## config.mk

```make
export PLATFORM = sky130hd
export DESIGN_NAME = synth_lock_phase_regs
export DESIGN_NICKNAME = d
export VERILOG_FILES = /design/src/synth_lock_phase_regs.v
export VERILOG_INCLUDE_DIRS = /design/src
export SDC_FILE = /design/constraint.sdc
export NUM_CORES = 1
export LEC_CHECK = 0
export BUFFER_PORTS_ARGS = -buffer_cell sky130_fd_sc_hd__clkbuf_2
export CORE_MARGIN = 5
export CORE_UTILIZATION = 56
export DETAILED_ROUTE_END_ITERATION = 6
export PLACE_DENSITY = 0.83
export SLEW_MARGIN = 40
export SYNTH_ARGS = -nofsm -noshare
export SYNTH_HDL_FRONTEND = slang
export SYNTH_SLANG_ARGS = --single-unit
export TNS_END_PERCENT = 50
```

## constraint.sdc

```tcl
create_clock -name mclk -period 1.5 [get_ports mclk]
set_input_delay 0.3 -clock mclk [delete_from_list [all_inputs] [get_ports mclk]]
set_output_delay 0.3 -clock mclk [all_outputs]
set_load 0.01 [all_outputs]
```

## src/synth_lock_phase_regs_defines.vh

```
// Constants for the synthesizer lock and phase register bank.
// Assumes an 8-bit register port with byte addresses.
`ifndef SYNTH_LOCK_PHASE_REGS_DEFINES_VH
`define SYNTH_LOCK_PHASE_REGS_DEFINES_VH

`define ADDR_LOCK_LOSS_STATUS 8'hb9
`define ADDR_LOCK_LOSS_CLEAR 8'hba
`define ADDR_PHASE_C_LO 8'hbf
`define ADDR_PHASE_C_HI 8'hc0
`define ADDR_PHASE_D_LO 8'hc1
`define ADDR_PHASE_D_HI 8'hc2
`define ADDR_OSC_SELECT 8'hc3

`define RST_LOCK_LOSS_CLEAR 8'h00
`define RST_PHASE 16'h0000
`define RST_OSC_SELECT 8'h00
`define RST_STICKY 1'b1
`define RST_CLEAR_BIT 1'b0
`define RST_STAGE 8'h00
`define RST_COARSE 13'h0
`define RST_EIGHTH 3'h0
`define RST_STEPS 4'h0
`define RST_OSC_DISABLE 1'b0
`define RST_DRIVE_EN 1'b1
`define RST_RD_DATA 8'h00
`define RD_UNMAPPED 8'h00

`define BIT_LOCK_LOST 0
`define BIT_CLEAR 0
`define BIT_OSC_DISABLE 0
`define COARSE_MSB 12
`define EIGHTH_LSB 13
`define EIGHTH_MSB 15

`endif

```

## src/synth_lock_phase_regs.v

```verilog
// Register bank for synthesizer lock status, divider phase offsets and
// the master-oscillator driver select.
// Assumes a simple synchronous byte register port: wr_en/rd_en with an
// 8-bit address, all inputs but the asynchronous reset arst_n synchronous to mclk.
// Assumes the synthesizer reports loss of lock on lock_lost_event, one
// capture per sampled high cycle, in the mclk domain.
`include "synth_lock_phase_regs_defines.vh"

module synth_lock_phase_regs (
	input wire mclk,
	input wire arst_n,
	input wire wr_en,
	input wire rd_en,
	input wire [7:0] addr,
	input wire [7:0] wr_data,
	input wire lock_lost_event,
	output reg [7:0] rd_data,
	output reg lock_lost_sticky,
	output reg lock_lost_clear,
	output reg [12:0] coarse_offset_div_c,
	output reg [2:0] eighth_turn_offset_div_c,
	output reg signed [3:0] eighth_turn_steps_div_c,
	output reg [12:0] coarse_offset_div_d,
	output reg [2:0] eighth_turn_offset_div_d,
	output reg signed [3:0] eighth_turn_steps_div_d,
	output reg osc_driver_disable,
	output reg master_osc_drive_en
);

	// ****************************************************************
	// Staging of phase low bytes
	// ****************************************************************
	// The low byte waits here so the divider never sees half an update.
	reg [7:0] stage_c_q;
	reg [7:0] stage_d_q;
	reg [15:0] phase_c_d;
	reg [15:0] phase_d_d;

	always @* begin
		phase_c_d = {wr_data, stage_c_q};
		phase_d_d = {wr_data, stage_d_q};
	end

	// Signed eighth-turn steps: -1 per -45 degrees, 4 stands for 180.
	function [3:0] eighth_steps;
		input [2:0] code;
		begin
			case (code)
				3'h0: eighth_steps = 4'h0;
				3'h1: eighth_steps = 4'hf;
				3'h2: eighth_steps = 4'he;
				3'h3: eighth_steps = 4'hd;
				3'h4: eighth_steps = 4'h4;
				3'h5: eighth_steps = 4'h3;
				3'h6: eighth_steps = 4'h2;
				default: eighth_steps = 4'h1;
			endcase
		end
	endfunction

	// ****************************************************************
	// Write decode
	// ****************************************************************
	// One strobe per writable register. The status byte has no strobe, so a
	// write to it, like a write to an unmapped address, is simply dropped.
	wire clear_wr;
	wire phase_c_lo_wr;
	wire phase_c_hi_wr;
	wire phase_d_lo_wr;
	wire phase_d_hi_wr;
	wire osc_wr;

	// The eighth-turn code is taken from the assembled word, not the bus.
	wire [2:0] eighth_code_c;
	wire [2:0] eighth_code_d;
	wire [3:0] steps_c_d;
	wire [3:0] steps_d_d;

	assign clear_wr = wr_en && (addr == `ADDR_LOCK_LOSS_CLEAR);
	assign phase_c_lo_wr = wr_en && (addr == `ADDR_PHASE_C_LO);
	assign phase_c_hi_wr = wr_en && (addr == `ADDR_PHASE_C_HI);
	assign phase_d_lo_wr = wr_en && (addr == `ADDR_PHASE_D_LO);
	assign phase_d_hi_wr = wr_en && (addr == `ADDR_PHASE_D_HI);
	assign osc_wr = wr_en && (addr == `ADDR_OSC_SELECT);

	assign eighth_code_c = phase_c_d[`EIGHTH_MSB:`EIGHTH_LSB];
	assign eighth_code_d = phase_d_d[`EIGHTH_MSB:`EIGHTH_LSB];
	assign steps_c_d = eighth_steps(eighth_code_c);
	assign steps_d_d = eighth_steps(eighth_code_d);

	// ****************************************************************
	// Lock status
	// ****************************************************************
	// Clear is a level, not a pulse: a lock loss seen while it is high is
	// dropped, so software must lower the bit before losses are captured.
	always @(posedge mclk or negedge arst_n) begin
		if (!arst_n) begin
			lock_lost_sticky <= `RST_STICKY;
		end else if (lock_lost_clear) begin
			lock_lost_sticky <= 1'b0;
		end else if (lock_lost_event) begin
			lock_lost_sticky <= 1'b1;
		end
	end

	always @(posedge mclk or negedge arst_n) begin
		if (!arst_n) begin
			lock_lost_clear <= `RST_CLEAR_BIT;
		end else if (clear_wr) begin
			lock_lost_clear <= wr_data[`BIT_CLEAR];
		end
	end

	// ****************************************************************
	// Phase low-byte capture
	// ****************************************************************
	// A low byte written twice before its high byte keeps only the last one.
	always @(posedge mclk or negedge arst_n) begin
		if (!arst_n) begin
			stage_c_q <= `RST_STAGE;
			stage_d_q <= `RST_STAGE;
		end else begin
			if (phase_c_lo_wr) begin
				stage_c_q <= wr_data;
			end
			if (phase_d_lo_wr) begin
				stage_d_q <= wr_data;
			end
		end
	end

	// ****************************************************************
	// Divider C phase
	// ****************************************************************
	// Coarse and eighth-turn fields change on the same edge, so the divider
	// never runs with a mix of old and new settings.
	always @(posedge mclk or negedge arst_n) begin
		if (!arst_n) begin
			coarse_offset_div_c <= `RST_COARSE;
			eighth_turn_offset_div_c <= `RST_EIGHTH;
			eighth_turn_steps_div_c <= `RST_STEPS;
		end else if (phase_c_hi_wr) begin
			coarse_offset_div_c <= phase_c_d[`COARSE_MSB:0];
			eighth_turn_offset_div_c <= eighth_code_c;
			eighth_turn_steps_div_c <= steps_c_d;
		end
	end

	// ****************************************************************
	// Divider D phase
	// ****************************************************************
	always @(posedge mclk or negedge arst_n) begin
		if (!arst_n) begin
			coarse_offset_div_d <= `RST_COARSE;
			eighth_turn_offset_div_d <= `RST_EIGHTH;
			eighth_turn_steps_div_d <= `RST_STEPS;
		end else if (phase_d_hi_wr) begin
			coarse_offset_div_d <= phase_d_d[`COARSE_MSB:0];
			eighth_turn_offset_div_d <= eighth_code_d;
			eighth_turn_steps_div_d <= steps_d_d;
		end
	end

	// ****************************************************************
	// Master-oscillator driver select
	// ****************************************************************
	// The enable is its own flop rather than an inverter on the select, so
	// the pin driver sees a registered level with no decode glitch.
	always @(posedge mclk or negedge arst_n) begin
		if (!arst_n) begin
			osc_driver_disable <= `RST_OSC_DISABLE;
			master_osc_drive_en <= `RST_DRIVE_EN;
		end else if (osc_wr) begin
			osc_driver_disable <= wr_data[`BIT_OSC_DISABLE];
			master_osc_drive_en <= ~wr_data[`BIT_OSC_DISABLE];
		end
	end

	// ****************************************************************
	// Read port
	// ****************************************************************
	// Reserved bits and unmapped addresses read zero. A read in the same
	// cycle as a write to the same address returns the old value.
	reg [7:0] rd_data_d;

	always @* begin
		rd_data_d = `RD_UNMAPPED;
		case (addr)
			`ADDR_LOCK_LOSS_STATUS: rd_data_d = {7'h00, lock_lost_sticky};
			`ADDR_LOCK_LOSS_CLEAR: rd_data_d = {7'h00, lock_lost_clear};
			`ADDR_PHASE_C_LO: rd_data_d = coarse_offset_div_c[7:0];
			`ADDR_PHASE_C_HI: rd_data_d = {eighth_turn_offset_div_c, coarse_offset_div_c[12:8]};
			`ADDR_PHASE_D_LO: rd_data_d = coarse_offset_div_d[7:0];
			`ADDR_PHASE_D_HI: rd_data_d = {eighth_turn_offset_div_d, coarse_offset_div_d[12:8]};
			`ADDR_OSC_SELECT: rd_data_d = {7'h00, osc_driver_disable};
			default: rd_data_d = `RD_UNMAPPED;
		endcase
	end

	// The read byte holds between reads, so a slow host may sample it late.
	always @(posedge mclk or negedge arst_n) begin
		if (!arst_n) begin
			rd_data <= `RST_RD_DATA;
		end else if (rd_en) begin
			rd_data <= rd_data_d;
		end
	end

endmodule

```

==> results of run 1 <==
critical path, stage by stage:
cell     delay [ps]
buf_6           100
nor4b_4         310
nand3_2         140
or3b_1          410
buf_6           170
mux2_4          290
power groups by stage:
stage | sequential, uW | clock, uW | combinational [uW]
after CTS | 1930 | 1890 | 343
final | 1930 | 1860 | 346
after global routing | 1940 | 1970 | 383
after detailed placement | 1970 | 0 | 340
after floorplan | 1980 | 0 | 126
after global placement | 1960 | 0 | 331
final timing paths:
kind,start,slack [ps],cells after the start,to
worst max register to register,eighth_turn_offset_div_c[1],390,4,rd_data[6]
worst min-delay path,lock_lost_event,160,3,lock_lost_sticky
worst min register to register,lock_lost_clear,450,1,lock_lost_sticky
worst max-delay path,addr[5],1,6,stage_d_q[4]
min in group asynchronous,arst_n,490,3,coarse_offset_div_d[0]
max in group asynchronous,arst_n,700,3,coarse_offset_div_c[11]
repair_timing:
action                                 in CTS  in global routing
gates resized for setup                     0                 10
endpoints found under the hold margin      66                  0
hold buffers                                1                  0
setup endpoints to repair                   0                 34
cell type report:
cell class / instances / area, um^2 / share of cell area, %
clock buffer: 10 / 138 / 3.43
sequential: 68 / 1700 / 42.5
timing repair buffer: 106 / 663 / 16.5
clock inverter: 6 / 111 / 2.78
multi-input combinational: 129 / 1270 / 31.6
tap: 70 / 87.6 / 2.18
inverter: 11 / 41.3 / 1.03
through the flow:
step / TNS [ps] / instances / hold WS [ps] / util, %
floorplan: -2320 / 220 / 4.41 / -
global placement: -15570 / 383 / 345 / 71.4
detailed placement: -17070 / 383 / 349 / 71.4
CTS: 0 / 400 / 151 / 76.3
global route: -455 / 400 / 172 / 77.1
finish: 0 / 400 / 165 / 77.1
layout by cell type (no fill, tap or decap), drive strengths merged:
cell type    synthesis  final
a21oi                2      2
a221oi               1      1
a22o                 2      2
a22oi                7      7
a2bb2oi              1      1
a32oi                1      1
and2                 2      2
and3                 2      2
and4b                1      1
buf                 10     36
bufinv               0      3
clkbuf               2     79
clkinv               0      2
clkinvlp             0      1
dfrtp               66     66
dfstp                2      2
dlygate4sd3          0      1
ha                   4      4
inv                 11     11
mux2                59     59
mux2i                8      8
nand2                1      1
nand2b               2      2
nand3                6      6
nand4                2      2
nor2                 2      2
nor2b                4      4
nor3                 1      1
nor3b                1      1
nor4b                1      1
o21ai                2      2
o22ai                7      7
o2bb2ai              7      7
or3                  1      1
or3b                 1      1
xnor2                1      1
per-layer routing:
metal  wire length, um  share of wire [%]
met1              3130                 44
met2              3420                 48
met3               437                6.2
met4               102                1.4
met5                 0                  0
logic make-up (layout without fill, tap and decap cells):
logic type / Yosys count / in the layout
multiplexers: 67 / 67
flip-flops: 68 / 68
AND/OR/NAND/NOR: 27 / 27
AO/OA/AOI/OAI: 30 / 30
buffers and inverters: 23 / 133
XOR/XNOR: 1 / 1
adder cells (fa/ha/maj): 4 / 4
sequential cells by signal (all words and copies together) (netlist names), 3 cells and up:
| signal | count |
|---|---|
| rd_data | 8 |
| eighth_turn_offset_div_c | 3 |
| eighth_turn_steps_div_d | 4 |
| coarse_offset_div_d | 13 |
| coarse_offset_div_c | 13 |
| eighth_turn_steps_div_c | 4 |
| stage_d_q | 8 |
| stage_c_q | 8 |
| eighth_turn_offset_div_d | 3 |
synthesized netlist by cell type (all sizes together):
master | count | share of area, %
nor3b | 1 | 0.25
o21ai | 2 | 0.33
or3b | 1 | 0.29
nand2b | 2 | 0.41
nor4b | 1 | 0.78
xnor2 | 1 | 0.29
a221oi | 1 | 0.29
o2bb2ai | 7 | 2.0
and4b | 1 | 0.33
nor2 | 2 | 0.25
nand3 | 6 | 0.99
a2bb2oi | 1 | 0.29
buf | 10 | 1.8
ha | 4 | 1.6
inv | 11 | 1.4
a22oi | 7 | 1.7
clkbuf | 2 | 0.25
nand2 | 1 | 0.12
a32oi | 1 | 0.29
dfrtp | 66 | 54
a22o | 2 | 0.66
o22ai | 7 | 1.4
and3 | 2 | 0.41
and2 | 2 | 0.45
nor2b | 4 | 0.82
or3 | 1 | 0.21
a21oi | 2 | 0.33
mux2 | 59 | 23
nand4 | 2 | 0.41
nor3 | 1 | 0.16
mux2i | 8 | 2.6
dfstp | 2 | 1.7
==> reports/metrics.yaml, run 1 <==
critical_path:
  cp.arrival_ps: 1730
  critPathKind: "input port to register"
  crit_fanout: 8
  cp.required_ps: 1730
  endpoint_kind: "register"
  start_kind: "input port"
power:
  p_sw_share_pct: 22.3
  p_total_uw: 4140
  seq_power_share_pct: 46.7
  p_clk_share_pct: 44.9
  p_int_uw: 3220
  pwr-share-comb_pct: 8.4
  peakVddDrop_v: 0.000954
  p_switching_uw: 923
  power.density_mw_per_mm2: 1030
  leakage_uw: 0.00213
routing:
  antenna_left: 0
  route.detailed.drc: 0
  viasPerCell: 5.48
  routedWlPerCell_um: 17.7
  dr_total_vias: 2191
  wirelength_um: 7090
  first_pass_iters: 4
  dr.first_iter.drc_count: 88
synth:
  ys_types: 36
  yosysWarnings: 0
  yosysSeqAreaShare_pct: 56.0
  syn-cell-area_mm2: 0.00304
  synth_compound_area_share_pct: 7.36
  synth_seq_cells: 68
  synth_xor_area_share_pct: 0.288
  synth_simple_gate_area_share_pct: 5.88
  syn-num-nets: 245
  syn_inst: 220
  synthMuxAreaShare_pct: 25.4
  avgSynthCellArea_um2: 13.8
  synth_top_family_by_area: "multiplexers"
  yosys.area_share.adder_pct: 1.64
die:
  core-area_mm2: 0.00520
  fp-row-count: 26
  initial_utilization_pct: 58.5
  ios: 73
  die-height_um: 83.7
  die_w_um: 83.7
  dieArea_mm2: 0.00701
clock_tree:
  numCtsBuffers: 9
  root_buffer: "clkbuf_8"
  clockBufferDepth: 2
  clkSlewWorstSetupHoldPaths_ps: 80
  post_cts_buffers: 0
  insertion_delay_ps: 340
  htree_levels: 3
  clock_sinks: 68
  cts_tree: "built"
hold_path:
  hold_class: "input port to register"
placement:
  gp_congestion: 0.864
  place_ws_ps: -355
  dpl.hpwl_um: 4970
  postPlaceCellArea_mm2: 0.00371
  portBuffers: 72
timing:
  drv_slew: 0
  fin_ws_ps: 1.31
  setup_viol: 0
  worst_pin_slew_ps: 446
  slew_headroom_pct: 70.2
  finalHoldViolCount: 0
  rsz0062_at_grt: "yes"
  final.min_clock_period_ps: 1500
  period_share_pct: 99.9
  finClkSkew_ps: 5.57
  fmax_mhz: 667
cells_and_area:
  area_growth_pct: 31.8
  drive_gt1_share_pct: 57.9
  final_cell_area_mm2: 0.00401
  fin_nets: 350
  diodes: 0
  n_fill_cell: 334
grt:
  top_usage_layer: "met2"
  antenna_found_initial: 0
  grt_pass1_vias: 2399
  met1_usage_pct: 29.5
  grt_pass1_wl_um: 12400
  grt_use_met2_pct: 34.4
  grt_overflow: 0
  grt_max_degree: 69
  met3_usage_pct: 6.71
  grt_usage_pct: 22.2
status:
  status: "finished, final reports clean"
flow_run:
  max-cap-violations: 0
(Power assumes the default switching activity.)
==> run 2: changes to the inputs <==
--- a/config.mk
+++ b/config.mk
@@ -7,10 +7,12 @@
 export NUM_CORES = 1
 export LEC_CHECK = 0
 export BUFFER_PORTS_ARGS = -buffer_cell sky130_fd_sc_hd__clkbuf_2
+export CELL_PAD_IN_SITES_DETAIL_PLACEMENT = 1
+export CELL_PAD_IN_SITES_GLOBAL_PLACEMENT = 2
 export CORE_MARGIN = 5
-export CORE_UTILIZATION = 56
+export CORE_UTILIZATION = 38
 export DETAILED_ROUTE_END_ITERATION = 6
-export PLACE_DENSITY = 0.83
+export PLACE_DENSITY_LB_ADDON = 0.1
 export SLEW_MARGIN = 40
 export SYNTH_ARGS = -nofsm -noshare
 export SYNTH_HDL_FRONTEND = slang
==> reports/metrics.yaml, run 2 (synthesis results as in run 1) <==
cells_and_area:
  top_regs: "coarse_offset_div_c (13), coarse_offset_div_d (13)"
  final_common_cell: "clkbuf_2"
  area_growth_pct: 31.1
  layout_common_cells: "69 x clkbuf_2, 66 x dfrtp_1, 51 x mux2_2"
  fin_nets: 350
  diodes: 0
  multi_input_area_mm2: 0.00126
  drive_gt1_share_pct: 57.0
  regArea_mm2: 0.00170
  n_fill_cell: 819
status:
  violations: "setup timing"
  status: "complete, but fails checks"
power:
  leakage_uw: 0.00211
  peakVddDrop_v: 0.000485
  power.density_mw_per_mm2: 950
routing:
  route.detailed.drc: 0
  dr.first_iter.drc_count: 58
  dr_total_vias: 2187
  viasPerCell: 5.06
  met1_length_um: 3760
  antenna_left: 0
  top_layer_used: "met4"
  wl_met2_um: 3550
  routedWlPerCell_um: 18.1
  wirelength_um: 7800
  dr_wl_met3_um: 370
  first_pass_iters: 4
hold_path:
  hold_depth: 3
  hold_class: "input port to register"
critical_path:
  r2r_slack_ps: 410
  critPathKind: "input port to register"
  crit_chain: "buf_8, nor4b_4, nand3_2, or3b_4, buf_6, mux2_4"
  slowest_stage: "or3b_4"
  path_buf_inv: 2
  cp_top_family: "simple AND/OR/NAND/NOR gates"
  crit_fanout: 5
  reg2regPathDepth: 4
  cp.required_ps: 1710
  endpoint_kind: "register"
  start_kind: "input port"
  cp.depth: 6
  cp.arrival_ps: 1730
  slowest_delay_ps: 420
die:
  dieArea_mm2: 0.00990
  die_w_um: 99.5
  fp-row-count: 32
  initial_utilization_pct: 39.2
  die-height_um: 99.5
  core-area_mm2: 0.00777
  ios: 73
clock_tree:
  post_cts_buffers: 0
  clkSlewWorstSetupHoldPaths_ps: 70
  root_buffer: "clkbuf_8"
  insertion_delay_ps: 330
  numCtsBuffers: 9
  cts_tree: "built"
  clockBufferDepth: 2
  htree_levels: 3
  clock_sinks: 68
timing:
  period_share_pct: 101
  fmax_mhz: 659
  fin_ws_ps: -18.4
  finalHoldViolCount: 0
  rsz0062_at_grt: "yes"
  slew_headroom_pct: 75.0
  hold_slack_ps: 183
  setup_viol: 5
  drv_slew: 0
  worst_pin_slew_ps: 375
  finClkSkew_ps: 6.02
  final.min_clock_period_ps: 1520
  tns_ps: -68.0
grt:
  grt_pass1_wl_um: 13100
  grt_max_degree: 69
  grt_usage_pct: 17.0
  grt_pass1_vias: 2411
  grt_overflow: 0
  antenna_found_initial: 0
placement:
  dpl.hpwl_um: 5680
  gp_congestion: 0.776
  portBuffers: 72
flow_run:
  max-cap-violations: 0
-- run 2: metrics by stage --
stage	power, uW	utilization (%)	instances	setup WS [ps]	area [um^2]
final	3790	51.4	432	-18.4	3990
after global routing	3980	51.4	432	-30.6	3990
after CTS	3830	51.2	432	-13.1	3980
after detailed placement	2320	48.3	415	-407	3750
after global placement	2310	48.3	415	-383	3750
after floorplan	2110	-	220	-145	3060
-- run 2: path summary, 6_finish.rpt --
kind	start	endpoint
worst min register to register	lock_lost_clear	lock_lost_sticky
max in group asynchronous	arst_n	lock_lost_sticky
min in group asynchronous	arst_n	eighth_turn_steps_div_d[0]
worst max-delay path	addr[4]	stage_d_q[0]
worst max register to register	osc_driver_disable	rd_data[0]
worst min-delay path	lock_lost_event	lock_lost_sticky
-- run 2: where the power goes --
group,switching [uW],internal [uW],leakage [uW],total [uW]
registers,39.2,1900,0.000936,1930
clock network,698,813,0.000100,1510
logic,177,169,0.00107,346
-- run 2: layout make-up --
| cell class | count | area share, % |
|---|---|---|
| sequential | 68 | 42.7 |
| multi-input combinational | 129 | 31.5 |
| timing repair buffer | 106 | 16.7 |
| clock buffer | 12 | 3.64 |
| tap | 102 | 3.20 |
| clock inverter | 4 | 1.22 |
| inverter | 11 | 1.03 |
-- run 2: timing repair --
| action | CTS | global route |
|---|---|---|
| resized for setup | 4 | 5 |
| endpoints found under the hold margin | 36 | 0 |
| endpoints found under the setup margin | 8 | 9 |
| hold buffers | 1 | 0 |
| cloned | 0 | 0 |
-- run 2: layer usage --
layer  track usage, %  vias to the layer above
met4             5.99                        0
li1                 -                     1014
met2             26.1                       50
met1             24.2                     1112
met3             3.02                       11
met5                0                        -
-- run 2: worst register-to-register path: cells and delay by family (launching register included) --
kind               cells  cell delay, ps
AOI/OAI and AO/OA      3             480
DFF                    1             400
and+or+nand+nor        1              80
==> run 3: changes to the inputs <==
--- a/config.mk
+++ b/config.mk
@@ -12,7 +12,8 @@
 export CORE_MARGIN = 5
 export CORE_UTILIZATION = 38
 export DETAILED_ROUTE_END_ITERATION = 6
-export PLACE_DENSITY_LB_ADDON = 0.1
+export PLACE_DENSITY_LB_ADDON = 0.25
+export SETUP_SLACK_MARGIN = 0.5
 export SLEW_MARGIN = 40
 export SYNTH_ARGS = -nofsm -noshare
 export SYNTH_HDL_FRONTEND = slang
==> reports/metrics.yaml, run 3 (synthesis results as in run 1) <==
grt:
  grt_pass1_vias: 2520
  top_usage_layer: "met2"
  grt_overflow: 0
  met1_usage_pct: 24.4
  grt_pass1_wl_um: 13800
  grt_max_degree: 69
  grt_usage_pct: 17.9
  antenna_found_initial: 0
  met3_usage_pct: 3.02
  grt_use_met2_pct: 28.5
clock_tree:
  root_buffer: "clkbuf_8"
  clock_sinks: 68
  clkSlewWorstSetupHoldPaths_ps: 70
  cts_tree: "built"
  insertion_delay_ps: 330
  clockBufferDepth: 2
  htree_levels: 3
  numCtsBuffers: 9
critical_path:
  cp.required_ps: 1710
  r2r_end: "rd_data[0]"
  crit_fanout: 8
  crit_chain: "buf_6, nor4b_4, nand3_2, or3b_4, buf_12, mux2_4"
  r2r_slack_ps: 360
  endpoint_kind: "register"
  critPathKind: "input port to register"
  start_kind: "input port"
  reg2regPathDepth: 4
  cp.arrival_ps: 1700
  slowest_stage: "or3b_4"
  startpoint: "addr[4]"
  slowest_delay_ps: 410
  worstReg2RegStart: "lock_lost_sticky"
cells_and_area:
  area_growth_pct: 46.6
  n_fill_cell: 780
  final_common_cell: "dfrtp_1"
  top_regs: "coarse_offset_div_c (13), coarse_offset_div_d (13)"
  drive_gt1_share_pct: 63.7
  regArea_mm2: 0.00170
  fin_nets: 359
  multi_input_area_mm2: 0.00152
  diodes: 0
  layout_common_cells: "66 x dfrtp_1, 48 x buf_2, 41 x mux2_4"
routing:
  routedWlPerCell_um: 19.4
  first_pass_iters: 4
  route.detailed.drc: 0
  wirelength_um: 8560
  dr.first_iter.drc_count: 93
  viasPerCell: 5.12
  antenna_left: 0
  dr_total_vias: 2260
timing:
  fmax_mhz: 672
  drv_slew: 0
  final.min_clock_period_ps: 1490
  rsz0062_at_grt: "yes"
  tns_ps: 0
  worst_pin_slew_ps: 367
  fin_ws_ps: 12.1
  setup_viol: 0
  slew_headroom_pct: 75.6
  finClkSkew_ps: 5.61
  period_share_pct: 99.2
  finalHoldViolCount: 0
hold_path:
  hold_depth: 3
  hold_class: "input port to register"
  min_to: "lock_lost_sticky"
  holdCritStartpoint: "lock_lost_event"
status:
  status: "finished, final reports clean"
die:
  ios: 73
  fp-row-count: 32
  initial_utilization_pct: 39.2
  core-area_mm2: 0.00777
  die_w_um: 99.5
  dieArea_mm2: 0.00990
  die-height_um: 99.5
power:
  power.density_mw_per_mm2: 824
  p_switching_uw: 901
  p_int_uw: 2780
  peakVddDrop_v: 0.000469
  leakage_uw: 0.00234
  p_sw_share_pct: 24.5
  pwr-share-comb_pct: 11.8
  seq_power_share_pct: 52.7
  p_clk_share_pct: 35.5
placement:
  place_ws_ps: -429
  dpl.hpwl_um: 5650
  gp_congestion: 0.731
  portBuffers: 72
flow_run:
  max-cap-violations: 0
==> run 3: cell types whose count changed in the layout (fill, tap and decap cells not counted), sizes merged <==
cell      change
bufinv        -1
clkbuf       -52
buf          +63
clkinvlp      +1
clkinv        -2
==> run 3: worst max-delay path by stage <==
stage	to	slack [ps]	cells after the start
6_report	stage_d_q[7]	10	6
3_3_place_gp	stage_d_q[4]	-390	6
5_1_grt	stage_d_q[4]	-30	6
2_1_floorplan	stage_d_q[0]	-140	5
4_1_cts	stage_d_q[4]	20	6
3_5_place_dp	stage_d_q[7]	-430	6
==> run 3: per-stage QoR <==
stage | std cells | power, uW | utilization, % | area, um^2 | hold slack (ps)
finish | 441 | 3680 | 57.5 | 4460 | 184
detailed placement | 413 | 2320 | 48.1 | 3740 | 357
CTS | 440 | 3690 | 54.7 | 4250 | 167
global route | 441 | 3850 | 57.5 | 4460 | 189
global placement | 413 | 2310 | 48.1 | 3740 | 353
floorplan | 220 | 2110 | - | 3070 | 4.41
==> run 3: per-layer routing <==
layer,wire [um],vias up,part of all wire [%]
li1,-,1030,-
met1,4050,1159,47
met2,4040,59,47
met3,315,12,3.7
met4,157,0,1.8
met5,0,-,0
==> run 3: worst max-delay path, delay by kind of cell <==
family	cells	cell delay (ps)
and+or+nand+nor	3	850
buffers and inverters	2	260
muxes	1	300
==> run 3: cell type report <==
| class | instances | share of cell area (%) |
|---|---|---|
| Sequential cell | 68 | 38.2 |
| Tap cell | 102 | 2.86 |
| Inverter | 11 | 0.925 |
| Multi-Input combinational cell | 129 | 34.0 |
| Clock inverter | 2 | 0.280 |
| Clock buffer | 14 | 3.42 |
| Timing Repair Buffer | 115 | 20.4 |
==> run 3: power by group through the flow <==
stage	Clock (uW)	Combinational (uW)	Sequential, uW
3_3_place_gp	0	338	1970
5_1_grt	1430	474	1940
4_1_cts	1350	402	1930
6_report	1300	436	1940
2_1_floorplan	0	127	1980
3_5_place_dp	0	346	1970
==> run 3: repair_timing <==
| item | CTS | global route |
|---|---|---|
| hold buffers | 1 | 0 |
| setup buffers | 8 | 1 |
| hold endpoints to repair | 49 | 0 |
| resized for setup | 57 | 104 |
| pin swaps | 10 | 15 |
| gates cloned | 2 | 0 |
| setup endpoints to repair | 119 | 119 |
